<file path="config.mk">
export PLATFORM = sky130hd
export DESIGN_NAME = cof_ctrl
export DESIGN_NICKNAME = d
export VERILOG_FILES = /design/src/inc/cof_pkg.sv /design/src/logic/cof_ctrl.sv /design/src/logic/cof_sync.sv /design/src/logic/cof_filter.sv
export SDC_FILE = /design/constraint.sdc
export NUM_CORES = 1
export LEC_CHECK = 0
export BUFFER_PORTS_ARGS = -buffer_cell sky130_fd_sc_hd__buf_2
export CAP_MARGIN = 20
export CORE_MARGIN = 1
export CORE_UTILIZATION = 48
export CTS_BUF_LIST = sky130_fd_sc_hd__clkbuf_16
export DETAILED_ROUTE_END_ITERATION = 8
export GPL_ROUTABILITY_DRIVEN = 0
export PLACE_DENSITY_LB_ADDON = 0.3
export SKIP_LAST_GASP = 1
export SYNTH_ARGS = -nofsm -noshare
export SYNTH_HDL_FRONTEND = slang
export SYNTH_SLANG_ARGS = --single-unit
</file>
<file path="constraint.sdc">
create_clock -name sys_clk_i -period 3.6 [get_ports sys_clk_i]
set_clock_uncertainty 0.2 [all_clocks]
set_input_delay 0.72 -clock sys_clk_i [delete_from_list [all_inputs] [get_ports sys_clk_i]]
set_output_delay 0.72 -clock sys_clk_i [all_outputs]
set_load 0.03 [all_outputs]
</file>
<file path="src/inc/cof_pkg.sv">
// Constants and types shared by the comparator output filter control.
package cof_pkg;

    typedef logic [21:0] cof_addr_t;
    typedef logic [31:0] cof_data_t;
    typedef logic [7:0]  cof_byte_t;

    // Register indices; byte address is four times the index
    localparam logic [19:0] COF_IDX_GATE = 20'hF00F0;
    localparam logic [19:0] COF_IDX_MODE = 20'hFFF60;
    localparam logic [19:0] COF_IDX_FIR  = 20'hFFF61;
    localparam logic [19:0] COF_IDX_OC   = 20'hFFF62;

    localparam cof_addr_t COF_ADDR_GATE = {COF_IDX_GATE, 2'h0};
    localparam cof_addr_t COF_ADDR_MODE = {COF_IDX_MODE, 2'h0};
    localparam cof_addr_t COF_ADDR_FIR  = {COF_IDX_FIR, 2'h0};
    localparam cof_addr_t COF_ADDR_OC   = {COF_IDX_OC, 2'h0};

    // Values after reset
    localparam cof_byte_t COF_GATE_RST = 8'h00;
    localparam cof_byte_t COF_MODE_RST = 8'h00;
    localparam cof_byte_t COF_FIR_RST  = 8'h00;
    localparam cof_byte_t COF_OC_RST   = 8'h00;

    // Writable bits of each register
    localparam cof_byte_t COF_GATE_WMASK = 8'h20;
    localparam cof_byte_t COF_MODE_WMASK = 8'h05;
    localparam cof_byte_t COF_FIR_WMASK  = 8'h0F;
    localparam cof_byte_t COF_OC_WMASK   = 8'h87;

    // Field positions
    localparam int COF_GATE_BIT  = 5;
    localparam int COF_MODE_MON  = 3;
    localparam int COF_MODE_VRF  = 2;
    localparam int COF_MODE_EN   = 0;
    localparam int COF_FIR_EDG   = 3;
    localparam int COF_FIR_EPO   = 2;
    localparam int COF_FIR_FCKHI = 1;
    localparam int COF_FIR_FCKLO = 0;
    localparam int COF_OC_SPEED  = 7;
    localparam int COF_OC_POL    = 2;
    localparam int COF_OC_OE     = 1;
    localparam int COF_OC_IE     = 0;

    // Filter sampling clock codes
    typedef enum logic [1:0] {
        COF_FCK_OFF   = 2'h0,
        COF_FCK_DIV1  = 2'h1,
        COF_FCK_DIV8  = 2'h2,
        COF_FCK_DIV32 = 2'h3
    } cof_fck_t;

    // Prescaler terminal counts for the divided sampling clocks
    localparam logic [4:0] COF_DIV8_MASK  = 5'h07;
    localparam logic [4:0] COF_DIV8_LAST  = 5'h07;
    localparam logic [4:0] COF_DIV32_LAST = 5'h1F;
    localparam logic [4:0] COF_PRE_RST    = 5'h00;

    // Samples that must agree before the filter output moves
    localparam int COF_FILT_DEPTH = 3;

endpackage

</file>
<file path="src/logic/cof_ctrl.sv">
// Comparator output control, digital filter and interrupt edge logic.
// Notes on behaviour
// Output control register is zero after reset: low speed, all off.
// Polarity bit 2 passes the result to the pin straight or inverted.
// Pin enable bit 1 drives the result onto the pin, else disabled.
// Interrupt enable bit 0 permits requests; when clear none are raised.
// Software clears operation enable before changing speed bit 7.
// Monitor flag reads 1 when input is above reference, else 0.
// With interrupts enabled, selected result edges raise a request.
// Both-edge 0, polarity-edge 0: request on rising edges only.
// Both-edge 0, polarity-edge 1: request on falling edges only.
// Both-edge 1: request on every rising and falling edge.
// Filter output takes a level after three agreeing samples.
// Filter code 00 bypasses the filter; other codes enable it.
// Edge detector reads filter output when enabled, else raw result.
// Software sets port mode bits for the analog input pins.
// Software clears port bits to route the result to the pin.
// Codes 01, 10, 11 sample at clock, clock/8, clock/32.
// Software waits four sampling clocks before enabling interrupts.
// With clock gate 0, control registers stay reset, writes ignored.
// Software disables interrupts around edge or filter changes.
// Raw result passes a two-stage synchronizer before use.
// Each edge gives a one-cycle pulse; none while operation is off.
// Pin is low while its enable is 0, else the result.
`timescale 1ns/100ps
`default_nettype none
module cof_ctrl (
    input  wire logic              sys_clk_i,         // 200 MHz clock
    input  wire logic              sys_rst_i,         // Async reset, high
    input  wire cof_pkg::cof_addr_t avs_address_i,    // Byte address
    input  wire logic              avs_read_i,        // Read request
    input  wire logic              avs_write_i,       // Write request
    input  wire cof_pkg::cof_data_t avs_writedata_i,  // Write data
    input  wire logic [3:0]        avs_byteenable_i,  // Byte lanes
    output var  cof_pkg::cof_data_t avs_readdata_o,   // Read data
    output var  logic              avs_waitrequest_o, // Slave stall
    input  wire logic              cmp_result_i,      // Async comparator
    output var  logic              cmp_enable_o,      // Operation enable
    output var  logic              cmp_high_speed_o,  // Speed select
    output var  logic              ref_internal_o,    // Internal reference
    output var  logic              result_out_pin_o,  // Result pin level
    output var  logic              result_out_oe_o,   // Result pin enable
    output var  logic              cmp_irq_request_o  // Interrupt pulse
);
    import cof_pkg::*;

    ////////////////////////////////////////////////////////////////////
    logic       wait_r;
    logic       req;
    logic       acc;
    logic       wr;
    cof_byte_t  wbyte;
    cof_byte_t  gate_r;
    cof_byte_t  mode_r;
    cof_byte_t  fir_r;
    cof_byte_t  oc_r;
    cof_byte_t  rd_byte;
    logic       gate_on;
    logic       res_sync;
    logic       res_filt;
    logic       src_level;
    logic       prev_r;
    logic       edge_rise;
    logic       edge_fall;
    logic       edge_hit;
    logic [4:0] pre_r;
    logic       tick;
    cof_fck_t   fck;
    logic       op_en;
    logic       irq_en;
    logic       both_edge_mode;
    logic       edge_polarity_sel;
    logic       out_polarity;
    logic       pin_out_enable;

    assign gate_on           = gate_r[COF_GATE_BIT];
    assign op_en             = mode_r[COF_MODE_EN];
    assign irq_en            = oc_r[COF_OC_IE];
    assign out_polarity      = oc_r[COF_OC_POL];
    assign pin_out_enable    = oc_r[COF_OC_OE];
    assign both_edge_mode    = fir_r[COF_FIR_EDG];
    assign edge_polarity_sel = fir_r[COF_FIR_EPO];
    assign fck = cof_fck_t'({fir_r[COF_FIR_FCKHI], fir_r[COF_FIR_FCKLO]});

    ////////////////////////////////////////////////////////////////////
    // Bus slave: every access stalls exactly one cycle, so waitrequest
    // can come from a flop and read data is ready at the release edge.
    assign req   = avs_read_i | avs_write_i;
    assign acc   = req & ~wait_r;
    assign wr    = avs_write_i & acc & avs_byteenable_i[0];
    assign wbyte = avs_writedata_i[7:0];

    always_ff @(posedge sys_clk_i or posedge sys_rst_i) begin
        if (sys_rst_i) begin
            wait_r <= 1'b1;
        end else begin
            wait_r <= ~(req & wait_r);
        end
    end

    assign avs_waitrequest_o = wait_r;

    always_comb begin
        rd_byte = 8'h00;
        case (avs_address_i)
            COF_ADDR_GATE: rd_byte = gate_r;
            COF_ADDR_MODE: begin
                rd_byte = mode_r;
                rd_byte[COF_MODE_MON] = res_sync;
            end
            COF_ADDR_FIR:  rd_byte = fir_r;
            COF_ADDR_OC:   rd_byte = oc_r;
            default:       rd_byte = 8'h00;
        endcase
    end

    always_ff @(posedge sys_clk_i or posedge sys_rst_i) begin
        if (sys_rst_i) begin
            avs_readdata_o <= 32'h0000_0000;
        end else if (avs_read_i && wait_r) begin
            avs_readdata_o <= {24'h00_0000, rd_byte};
        end
    end

    ////////////////////////////////////////////////////////////////////
    // Clock gate register is always writable
    always_ff @(posedge sys_clk_i or posedge sys_rst_i) begin
        if (sys_rst_i) begin
            gate_r <= COF_GATE_RST;
        end else if (wr && avs_address_i == COF_ADDR_GATE) begin
            gate_r <= wbyte & COF_GATE_WMASK;
        end
    end

    always_ff @(posedge sys_clk_i or posedge sys_rst_i) begin
        if (sys_rst_i) begin
            mode_r <= COF_MODE_RST;
        end else if (!gate_on) begin
            mode_r <= COF_MODE_RST;
        end else if (wr && avs_address_i == COF_ADDR_MODE) begin
            mode_r <= wbyte & COF_MODE_WMASK;
        end
    end

    always_ff @(posedge sys_clk_i or posedge sys_rst_i) begin
        if (sys_rst_i) begin
            fir_r <= COF_FIR_RST;
        end else if (!gate_on) begin
            fir_r <= COF_FIR_RST;
        end else if (wr && avs_address_i == COF_ADDR_FIR) begin
            fir_r <= wbyte & COF_FIR_WMASK;
        end
    end

    // Speed bit written freely; the analog side needs op disabled first
    always_ff @(posedge sys_clk_i or posedge sys_rst_i) begin
        if (sys_rst_i) begin
            oc_r <= COF_OC_RST;
        end else if (!gate_on) begin
            oc_r <= COF_OC_RST;
        end else if (wr && avs_address_i == COF_ADDR_OC) begin
            oc_r <= wbyte & COF_OC_WMASK;
        end
    end

    assign cmp_enable_o     = mode_r[COF_MODE_EN];
    assign ref_internal_o   = mode_r[COF_MODE_VRF];
    assign cmp_high_speed_o = oc_r[COF_OC_SPEED];

    ////////////////////////////////////////////////////////////////////
    // Result synchronizer and filter
    cof_sync u_sync (
        .sys_clk_i (sys_clk_i),
        .sys_rst_i (sys_rst_i),
        .async_i   (cmp_result_i),
        .sync_o    (res_sync)
    );

    always_ff @(posedge sys_clk_i or posedge sys_rst_i) begin
        if (sys_rst_i) begin
            pre_r <= COF_PRE_RST;
        end else begin
            pre_r <= pre_r + 5'h01;
        end
    end

    always_comb begin
        case (fck)
            COF_FCK_DIV1:  tick = 1'b1;
            COF_FCK_DIV8:  tick = (pre_r & COF_DIV8_MASK) == COF_DIV8_LAST;
            COF_FCK_DIV32: tick = pre_r == COF_DIV32_LAST;
            default:       tick = 1'b0;
        endcase
    end

    cof_filter u_filter (
        .sys_clk_i (sys_clk_i),
        .sys_rst_i (sys_rst_i),
        .bypass_i  (fck == COF_FCK_OFF),
        .tick_i    (tick),
        .level_i   (res_sync),
        .level_o   (res_filt)
    );


    assign src_level = (fck == COF_FCK_OFF) ? res_sync : res_filt;

    ////////////////////////////////////////////////////////////////////
    // Edge detect and interrupt pulse
    always_ff @(posedge sys_clk_i or posedge sys_rst_i) begin
        if (sys_rst_i) begin
            prev_r <= 1'b0;
        end else begin
            prev_r <= src_level;
        end
    end

    assign edge_rise = src_level & ~prev_r;
    assign edge_fall = ~src_level & prev_r;

    always_comb begin
        if (both_edge_mode) begin
            edge_hit = edge_rise | edge_fall;
        end else if (edge_polarity_sel) begin
            edge_hit = edge_fall;
        end else begin
            edge_hit = edge_rise;
        end
    end

    // Changing edge or filter fields live may fire a stray pulse
    always_ff @(posedge sys_clk_i or posedge sys_rst_i) begin
        if (sys_rst_i) begin
            cmp_irq_request_o <= 1'b0;
        end else begin
            cmp_irq_request_o <= irq_en & op_en & edge_hit;
        end
    end

    ////////////////////////////////////////////////////////////////////
    // Result pin uses the unfiltered result for least delay
    always_ff @(posedge sys_clk_i or posedge sys_rst_i) begin
        if (sys_rst_i) begin
            result_out_pin_o <= 1'b0;
            result_out_oe_o  <= 1'b0;
        end else begin
            result_out_pin_o <= pin_out_enable
                                & (res_sync ^ out_polarity);
            result_out_oe_o  <= pin_out_enable;
        end
    end

    ////////////////////////////////////////////////////////////////////
    reg_gate_a: assert property (@(posedge sys_clk_i)
        disable iff (sys_rst_i)
        !gate_on |=> (oc_r == 8'h00) && (fir_r == 8'h00) && !cmp_enable_o)
        else $error("control register kept a value while gate was off");

    pin_pol_a: assert property (@(posedge sys_clk_i)
        disable iff (sys_rst_i)
        $past(pin_out_enable)
        |-> result_out_pin_o
            == ($past(cmp_result_i, 3) ^ $past(out_polarity)))
        else $error("result pin polarity wrong");

    pin_off_a: assert property (@(posedge sys_clk_i)
        disable iff (sys_rst_i)
        !pin_out_enable |=> !result_out_pin_o && !result_out_oe_o)
        else $error("result pin active while disabled");

    irq_gate_a: assert property (@(posedge sys_clk_i)
        disable iff (sys_rst_i)
        cmp_irq_request_o |-> $past(irq_en) && $past(op_en))
        else $error("interrupt raised while disabled");

    rise_only_a: assert property (@(posedge sys_clk_i)
        disable iff (sys_rst_i)
        cmp_irq_request_o && !$past(both_edge_mode)
        && !$past(edge_polarity_sel)
        |-> $past(src_level) && !$past(src_level, 2))
        else $error("rising mode fired without rising edge");

    fall_only_a: assert property (@(posedge sys_clk_i)
        disable iff (sys_rst_i)
        cmp_irq_request_o && !$past(both_edge_mode)
        && $past(edge_polarity_sel)
        |-> !$past(src_level) && $past(src_level, 2))
        else $error("falling mode fired without falling edge");

    both_edge_a: assert property (@(posedge sys_clk_i)
        disable iff (sys_rst_i)
        irq_en && op_en && both_edge_mode && (src_level != prev_r)
        |=> cmp_irq_request_o)
        else $error("edge missed in both-edge mode");

    bypass_a: assert property (@(posedge sys_clk_i)
        disable iff (sys_rst_i)
        fck == COF_FCK_OFF && $past(fck == COF_FCK_OFF)
        |-> src_level == res_sync && res_filt == $past(res_sync))
        else $error("filter not bypassed for code zero");

    sync_lag_a: assert property (@(posedge sys_clk_i)
        disable iff (sys_rst_i)
        $rose(res_sync) |-> $past(cmp_result_i, 2))
        else $error("synchronizer latency wrong");

    bus_wait_a: assert property (@(posedge sys_clk_i)
        disable iff (sys_rst_i)
        req && avs_waitrequest_o |=> !avs_waitrequest_o)
        else $error("slave did not answer in one cycle");

endmodule
`default_nettype wire

</file>
<file path="src/logic/cof_sync.sv">
// Two-stage synchronizer for one asynchronous level.
`timescale 1ns/100ps
`default_nettype none
module cof_sync (
    input  wire logic sys_clk_i,   // Peripheral clock
    input  wire logic sys_rst_i,   // Async reset, high
    input  wire logic async_i,     // Level from another domain
    output var  logic sync_o       // Synchronised level
);

    logic meta_r;

    // First stage is read by the second stage only
    always_ff @(posedge sys_clk_i or posedge sys_rst_i) begin
        if (sys_rst_i) begin
            meta_r <= 1'b0;
            sync_o <= 1'b0;
        end else begin
            meta_r <= async_i;
            sync_o <= meta_r;
        end
    end

endmodule
`default_nettype wire

</file>
<file path="src/logic/cof_filter.sv">
// Three-sample majority-free noise filter on the sampling tick.
`timescale 1ns/100ps
`default_nettype none
module cof_filter
    import cof_pkg::*;
(
    input  wire logic sys_clk_i,   // Peripheral clock
    input  wire logic sys_rst_i,   // Async reset, high
    input  wire logic bypass_i,    // Filter off: track input
    input  wire logic tick_i,      // Sampling clock enable
    input  wire logic level_i,     // Synchronised comparator level
    output var  logic level_o      // Filtered level
);

    logic [COF_FILT_DEPTH-1:0] smp_r;
    logic                      agree;

    assign agree = (smp_r == {COF_FILT_DEPTH{smp_r[0]}});

    // While bypassed, preload so a later enable starts settled
    always_ff @(posedge sys_clk_i or posedge sys_rst_i) begin
        if (sys_rst_i) begin
            smp_r   <= '0;
            level_o <= 1'b0;
        end else if (bypass_i) begin
            smp_r   <= {COF_FILT_DEPTH{level_i}};
            level_o <= level_i;
        end else if (tick_i) begin
            smp_r   <= {smp_r[COF_FILT_DEPTH-2:0], level_i};
            if (agree) begin
                level_o <= smp_r[0];
            end
        end
    end

    filt_tick_a: assert property (@(posedge sys_clk_i)
        disable iff (sys_rst_i)
        !$past(bypass_i) && $changed(level_o)
        |-> $past(tick_i) && $past(agree))
        else $error("filter output moved without three agreeing samples");

endmodule
`default_nettype wire

</file>
==> impl_metrics.json, run 1 <==
{
  "clockBufferDepth": 2,
  "ctsHtreeMaxLevel": 2,
  "synth_common_cells": "32 x dfrtp_1, 28 x buf_4, 19 x a21oi_1, 11 x nand2_1",
  "avgSynthCellArea_um2": 10.0,
  "p_comb_share_pct": 10.9,
  "first_global_vias": 1322,
  "hold_path_end": "u_sync.sync_o$_DFF_PP0_",
  "vias_per_cell": 5.19,
  "grt_antenna_before_repair": 0,
  "final-hold-violation-count": 0,
  "areaGrowthSynthToFinish_pct": 16.8,
  "arrival_ps": 2000,
  "drtAntennaViolNets": 0,
  "grt.overflow.total": 0,
  "rr_worst_depth": 6,
  "powerDensity_nw_per_um2": 403,
  "clk_latency_ps": 280,
  "yosysTopAreaCell": "dfrtp_1",
  "post-route-period-util_pct": 55.9,
  "dp_hpwl_um": 2670,
  "slew_viol_final": 0,
  "synth_fa_ha_area_share_pct": 3.36,
  "hold_path.class": "reg2reg",
  "final_nets": 303,
  "cap_violations": 0,
  "drc": 0,
  "cp-start-kind": "primary input",
  "ys.flop_type": "dfrtp_1",
  "r2r-start": "pre_r[0]$_DFF_PP0_",
  "synth_cell_type_count": 35,
  "fin_util_pct": 59.0,
  "setup_violations": 0,
  "routedWlPerCell_um": 12.3,
  "initial_core_util_pct": 50.5,
  "synth_top_family_by_area": "simple AND/OR/NAND/NOR gates",
  "yosysSeqAreaShare_pct": 44.4,
  "rsz0062_at_grt": "false",
  "power_switching_mw": 0.225,
  "ys_warn_count": 0,
  "period_needed_ps": 2010,
  "crit_path_max_fanout": 13,
  "p_sw_share_pct": 25.6,
  "grt_pass1_wl_um": 5920,
  "required_ps": 3590,
  "vdd_drop_max_mv": 0.199,
  "reg2reg_to": "u_filter.smp_r[0]$_DFFE_PP0P_",
  "hold_buffers": 0,
  "setup_tns_ps": 0,
  "vias": 1473,
  "drt_wl_total_um": 3500,
  "cts_root_buffer": "clkbuf_16",
  "synthMuxAreaShare_pct": 3.56,
  "grt_use_total_pct": 19.1,
  "synth_top_area_share_pct": 43.0,
  "netlist_instances": 186,
  "post_cts_buffers": 0,
  "core.rowCount": 22,
  "tritoncts": "yes",
  "synth_edf_count": 0,
  "synth-compound-area-share_pct": 12.1,
  "path_clk_slew_ps": 50,
  "max_freq_mhz": 497,
  "first_iter_violations": 63,
  "cts.sinks": 33,
  "numPortBuffers": 46,
  "core_um2": 3690,
  "crit_type": "in2reg",
  "intPower_mw": 0.653,
  "min_path_cells": 0,
  "max_stage_delay_ps": 470,
  "post_cts_resized": 0,
  "synth_area_leaders": "dfrtp_1 43%, buf_4 11%, a21oi_1 5.1%",
  "p_clk_share_pct": 45.6,
  "firstDrtPassIters": 4,
  "outcome": "complete, no violations",
  "die_area_um2": 4130,
  "drive_above_1_share_pct": 25.4,
  "cp-end-kind": "register",
  "die_y_um": 64.3,
  "r2r_slack_ps": 1630,
  "p_seq_share_pct": 43.5,
  "ys_seq_elements": 33,
  "synthesis.area_um2": 1860,
  "async_flop_share_pct": 100,
  "chipWidth_um": 64.3,
  "yosysMostFrequentCell": "dfrtp_1",
  "ios": 102,
  "cts_buffers": 5,
  "antenna_cells": 0,
  "worstHoldStart": "u_sync.meta_r$_DFF_PP0_",
  "p_leak_nw": 1.06,
  "cpMaxStageDelayCell": "and3_1",
  "path_cells": "buf_2 -> and4bb_1 -> and3_1 -> nand3_1 -> o31ai_1",
  "yosys.area_share.xor_xnor_pct": 0.940,
  "grt_max_degree": 23,
  "yosys.area_share.simple_pct": 22.8
}
-- metal layers --
metal  up-vias  wire (um)  GRT usage [%]
li1        724          -              -
met1       663       1560           24.8
met2        77       1600           29.5
met3         9        256           4.11
met4         0         78           10.6
met5         -          0              0
-- layout by cell type, fill, tap and decap left out, types with 6 or more instances in the layout --
| master | netlist | routed |
|---|---|---|
| nand2_1 | 11 | 11 |
| nand3_1 | 10 | 10 |
| o21ai_1 | 6 | 6 |
| inv_1 | 5 | 6 |
| nand4_1 | 10 | 10 |
| o21ai_0 | 8 | 8 |
| a21oi_1 | 19 | 19 |
| conb_1 | 1 | 26 |
| dfrtp_1 | 32 | 32 |
| buf_2 | 0 | 46 |
-- state kept, by name, indices dropped and copies added, names as in the netlist --
| name | flops |
|---|---|
| u_filter.smp_r | 3 |
| result_out_pin_o | 1 |
| u_sync.sync_o | 1 |
| gate_r | 1 |
| result_out_oe_o | 1 |
| mode_r | 2 |
| pre_r | 5 |
| prev_r | 1 |
| u_filter.level_o | 1 |
| fir_r | 4 |
| cmp_irq_request_o | 1 |
| avs_readdata_o | 6 |
| u_sync.meta_r | 1 |
| avs_waitrequest_o | 1 |
| oc_r | 4 |
-- cell type report --
cell class	instances	area, um^2
clock buffer	5	125
inverter	5	18.8
sequential	33	827
clock inverter	3	13.8
tap	48	60.1
multi-input combinational	143	893
fill	332	1510
timing repair buffer	47	238
-- power groups by stage --
stage / registers [mW] / clock network, mW / logic, mW
finish: 0.382 / 0.400 / 0.0957
global route: 0.382 / 0.422 / 0.106
CTS: 0.382 / 0.407 / 0.0966
detailed placement: 0.388 / 0 / 0.0964
global placement: 0.388 / 0 / 0.0958
floorplan: 0.390 / 0 / 0.0844
-- worst max-delay path, delay by kind of cell --
kind,cells,cell delay (ps)
buffers and inverters,1,90
and+or+nand+nor,3,930
AOI/OAI and AO/OA,1,250
-- metrics by stage --
step	hold slack (ps)	instance area (um^2)	worst slack [ps]	std cells	power [mW]
after floorplan	131	1960	1520	211	0.474
after global placement	133	2040	1350	276	0.484
after detailed placement	136	2040	1330	276	0.484
after CTS	148	2180	1610	284	0.885
after global routing	151	2180	1470	284	0.909
final	145	2180	1590	284	0.878
-- logic make-up after synthesis --
family                     after synthesis
DFF                                     33
AOI/OAI and AO/OA                       41
and+or+nand+nor                         63
buffers and inverters                   35
xor gates and xnor gates                 2
muxes                                    6
other                                    1
adders and majority gates                5
-- worst max path at each step --
stage	slack (ps)	cells after the start	startpoint	end
6_report	1590	5	avs_address_i[4]	avs_readdata_o[0]$_DFFE_PP0P_
4_1_cts	1610	5	avs_address_i[4]	avs_readdata_o[0]$_DFFE_PP0P_
3_3_place_gp	1350	5	avs_address_i[4]	avs_readdata_o[0]$_DFFE_PP0P_
5_1_grt	1470	5	avs_address_i[4]	avs_readdata_o[2]$_DFFE_PP0P_
3_5_place_dp	1330	5	avs_address_i[4]	avs_readdata_o[0]$_DFFE_PP0P_
2_1_floorplan	1520	5	avs_address_i[2]	gate_r[5]$_DFFE_PP0P_
No activity file was read; power rests on OpenSTA's default activity.
==> run 2, diff against run 1 <==
--- a/config.mk
+++ b/config.mk
@@ -8,7 +8,7 @@
 export BUFFER_PORTS_ARGS = -buffer_cell sky130_fd_sc_hd__buf_2
 export CAP_MARGIN = 20
 export CORE_MARGIN = 1
-export CORE_UTILIZATION = 48
+export CORE_UTILIZATION = 40
 export CTS_BUF_LIST = sky130_fd_sc_hd__clkbuf_16
 export DETAILED_ROUTE_END_ITERATION = 8
 export GPL_ROUTABILITY_DRIVEN = 0
==> constraint.sdc (replaced) <==
create_clock -name sys_clk_i -period 1.8 [get_ports sys_clk_i]
set_clock_uncertainty 0.2 [all_clocks]
set_input_delay 0.36 -clock sys_clk_i [delete_from_list [all_inputs] [get_ports sys_clk_i]]
set_output_delay 0.36 -clock sys_clk_i [all_outputs]
set_load 0.03 [all_outputs]
==> run 2 against run 1 <==
Effect of this change: non-clock buffer count rose by 19; largest power group unchanged; global-route usage fell by 2.4 points; critical endpoint is now u_filter.smp_r[0]$_DFFE_PP0P_; via count rose by 5.6%; critical path depth rose by 1; sequential cell count did not move; utilization fell by 4.9 points.
==> impl_metrics.json, run 2 (synthesis results as in run 1) <==
{
  "dp_hpwl_um": 2900,
  "period_needed_ps": 1790,
  "drive_above_1_share_pct": 34.9,
  "hold_path.class": "in2reg",
  "routedWlPerCell_um": 12.8,
  "cpMaxStageDelayCell": "dfrtp_1",
  "antenna_cells": 0,
  "grt.overflow.total": 0,
  "hold_slack_ps": 35.9,
  "outcome": "complete, no violations",
  "top_register": "avs_readdata_o",
  "p_leak_nw": 1.16,
  "vias_per_cell": 5.07,
  "initial_core_util_pct": 42.2,
  "layout_common_cells": "46 x buf_2, 32 x dfrtp_1, 26 x conb_1",
  "slew_viol_final": 0,
  "min_path_cells": 2,
  "cts_root_buffer": "clkbuf_16",
  "path_clk_slew_ps": 60,
  "cts_buffers": 5,
  "areaGrowthSynthToFinish_pct": 28.2,
  "grt_pass1_wl_um": 6320,
  "ios": 102,
  "setup_violations": 0,
  "chipWidth_um": 70.2,
  "powerDensity_nw_per_um2": 746,
  "final-hold-violation-count": 0,
  "placed_cells": 295,
  "die_y_um": 70.2,
  "cp-start-kind": "register",
  "arrival_ps": 1760,
  "drtAntennaViolNets": 0,
  "clk_latency_ps": 280,
  "firstDrtPassIters": 4,
  "first_global_vias": 1355,
  "grt_max_degree": 34,
  "vdd_drop_max_mv": 0.457,
  "max_freq_mhz": 558,
  "path_cells": "ha_2 -> and3_4 -> ha_4 -> mux2i_2 -> nand2_2 -> mux2_4",
  "final_nets": 322,
  "rr_worst_depth": 6,
  "required_ps": 1770,
  "worst-path-buf-inv": 0,
  "n_fill_cell": 413,
  "die_area_um2": 4930,
  "ctsHtreeMaxLevel": 2,
  "cap_violations": 0,
  "drt_wl_total_um": 3940,
  "critPathTopFamily": "multiplexers",
  "rsz0062_at_grt": "true",
  "grt_use_total_pct": 16.7,
  "core.rowCount": 24,
  "drc": 0,
  "largest_registers": "avs_readdata_o: 6 flops, pre_r: 5 flops",
  "cts.sinks": 33,
  "setup_tns_ps": 0,
  "post-route-period-util_pct": 99.6,
  "crit_cells": 6,
  "final_common_cell": "buf_2",
  "vias": 1555,
  "core_um2": 4410,
  "final_area_um2": 2390,
  "cp-end-kind": "register",
  "finalNonFillerCells": 307,
  "clockBufferDepth": 2,
  "dpl_cell_area_um2": 2160,
  "numPortBuffers": 46,
  "first_iter_violations": 74,
  "crit_type": "reg2reg",
  "grt_antenna_before_repair": 0,
  "crit_path_max_fanout": 5,
  "largest_reg_flops": 6,
  "max_stage_delay_ps": 380,
  "tritoncts": "yes"
}
## run 2: cell count changes in the layout (fill, tap and decap cells not counted), moves of 2 or more
cell / before / now
dlygate4sd3_1: 0 / 2
ha_1: 5 / 3
a21oi_1: 19 / 17
buf_4: 1 / 17
nor2_1: 5 / 3
a21oi_2: 0 / 2
## run 2: power breakdown
| part | internal (mW) | switching (mW) |
|---|---|---|
| Sequential | 0.755 | 0.00899 |
| Clock | 0.506 | 0.302 |
| Combinational | 0.0634 | 0.146 |
| Total | 1.32 | 0.457 |
## run 2: path summary, 6_finish.rpt
| check | end | slack [ps] | from |
|---|---|---|---|
| worst max-delay path | u_filter.smp_r[0]$_DFFE_PP0P_ | 7 | pre_r[0]$_DFF_PP0_ |
| worst min-delay path | avs_waitrequest_o$_DFF_PP1_ | 40 | avs_write_i |
| worst max register to register | u_filter.smp_r[0]$_DFFE_PP0P_ | 7 | pre_r[0]$_DFF_PP0_ |
| worst min register to register | u_sync.sync_o$_DFF_PP0_ | 150 | u_sync.meta_r$_DFF_PP0_ |
| max in group asynchronous | avs_waitrequest_o$_DFF_PP1_ | 570 | sys_rst_i |
| min in group asynchronous | u_filter.smp_r[1]$_DFFE_PP0P_ | 500 | sys_rst_i |
## run 2: layout make-up
cell class                 count  area [um^2]  share of cell area [%]
sequential                    33          827                    34.6
clock inverter                 3         17.5                   0.733
inverter                       5         18.8                   0.786
timing repair buffer          66          389                    16.3
tap                           52         65.1                    2.72
multi-input combinational    143          946                    39.6
clock buffer                   5          125                    5.24
## run 2: timing repair
| action | CTS | global route |
|---|---|---|
| setup buffers | 1 | 1 |
| gates resized for setup | 3 | 9 |
| endpoints found under the setup margin | 1 | 4 |
| hold buffers | 2 | 0 |
| endpoints found under the hold margin | 33 | 0 |
| pin swaps | 2 | 2 |
## run 2: layer usage
layer / wire [um] / track usage, % / vias to the layer above
met5: 0 / 0 / -
met2: 1910 / 25.2 / 57
met4: 39 / 7.33 / 0
met3: 187 / 4.47 / 4
li1: - / - / 764
met1: 1800 / 22.6 / 730
## run 2: metrics by stage
stage,setup WS [ps],power (mW),util (%)
floorplan,0.683,0.950,-
global placement,-35.7,0.978,49.0
detailed placement,-72.4,0.979,49.0
CTS,0.0251,1.79,53.0
global route,-101,1.85,54.1
finish,6.72,1.78,54.1
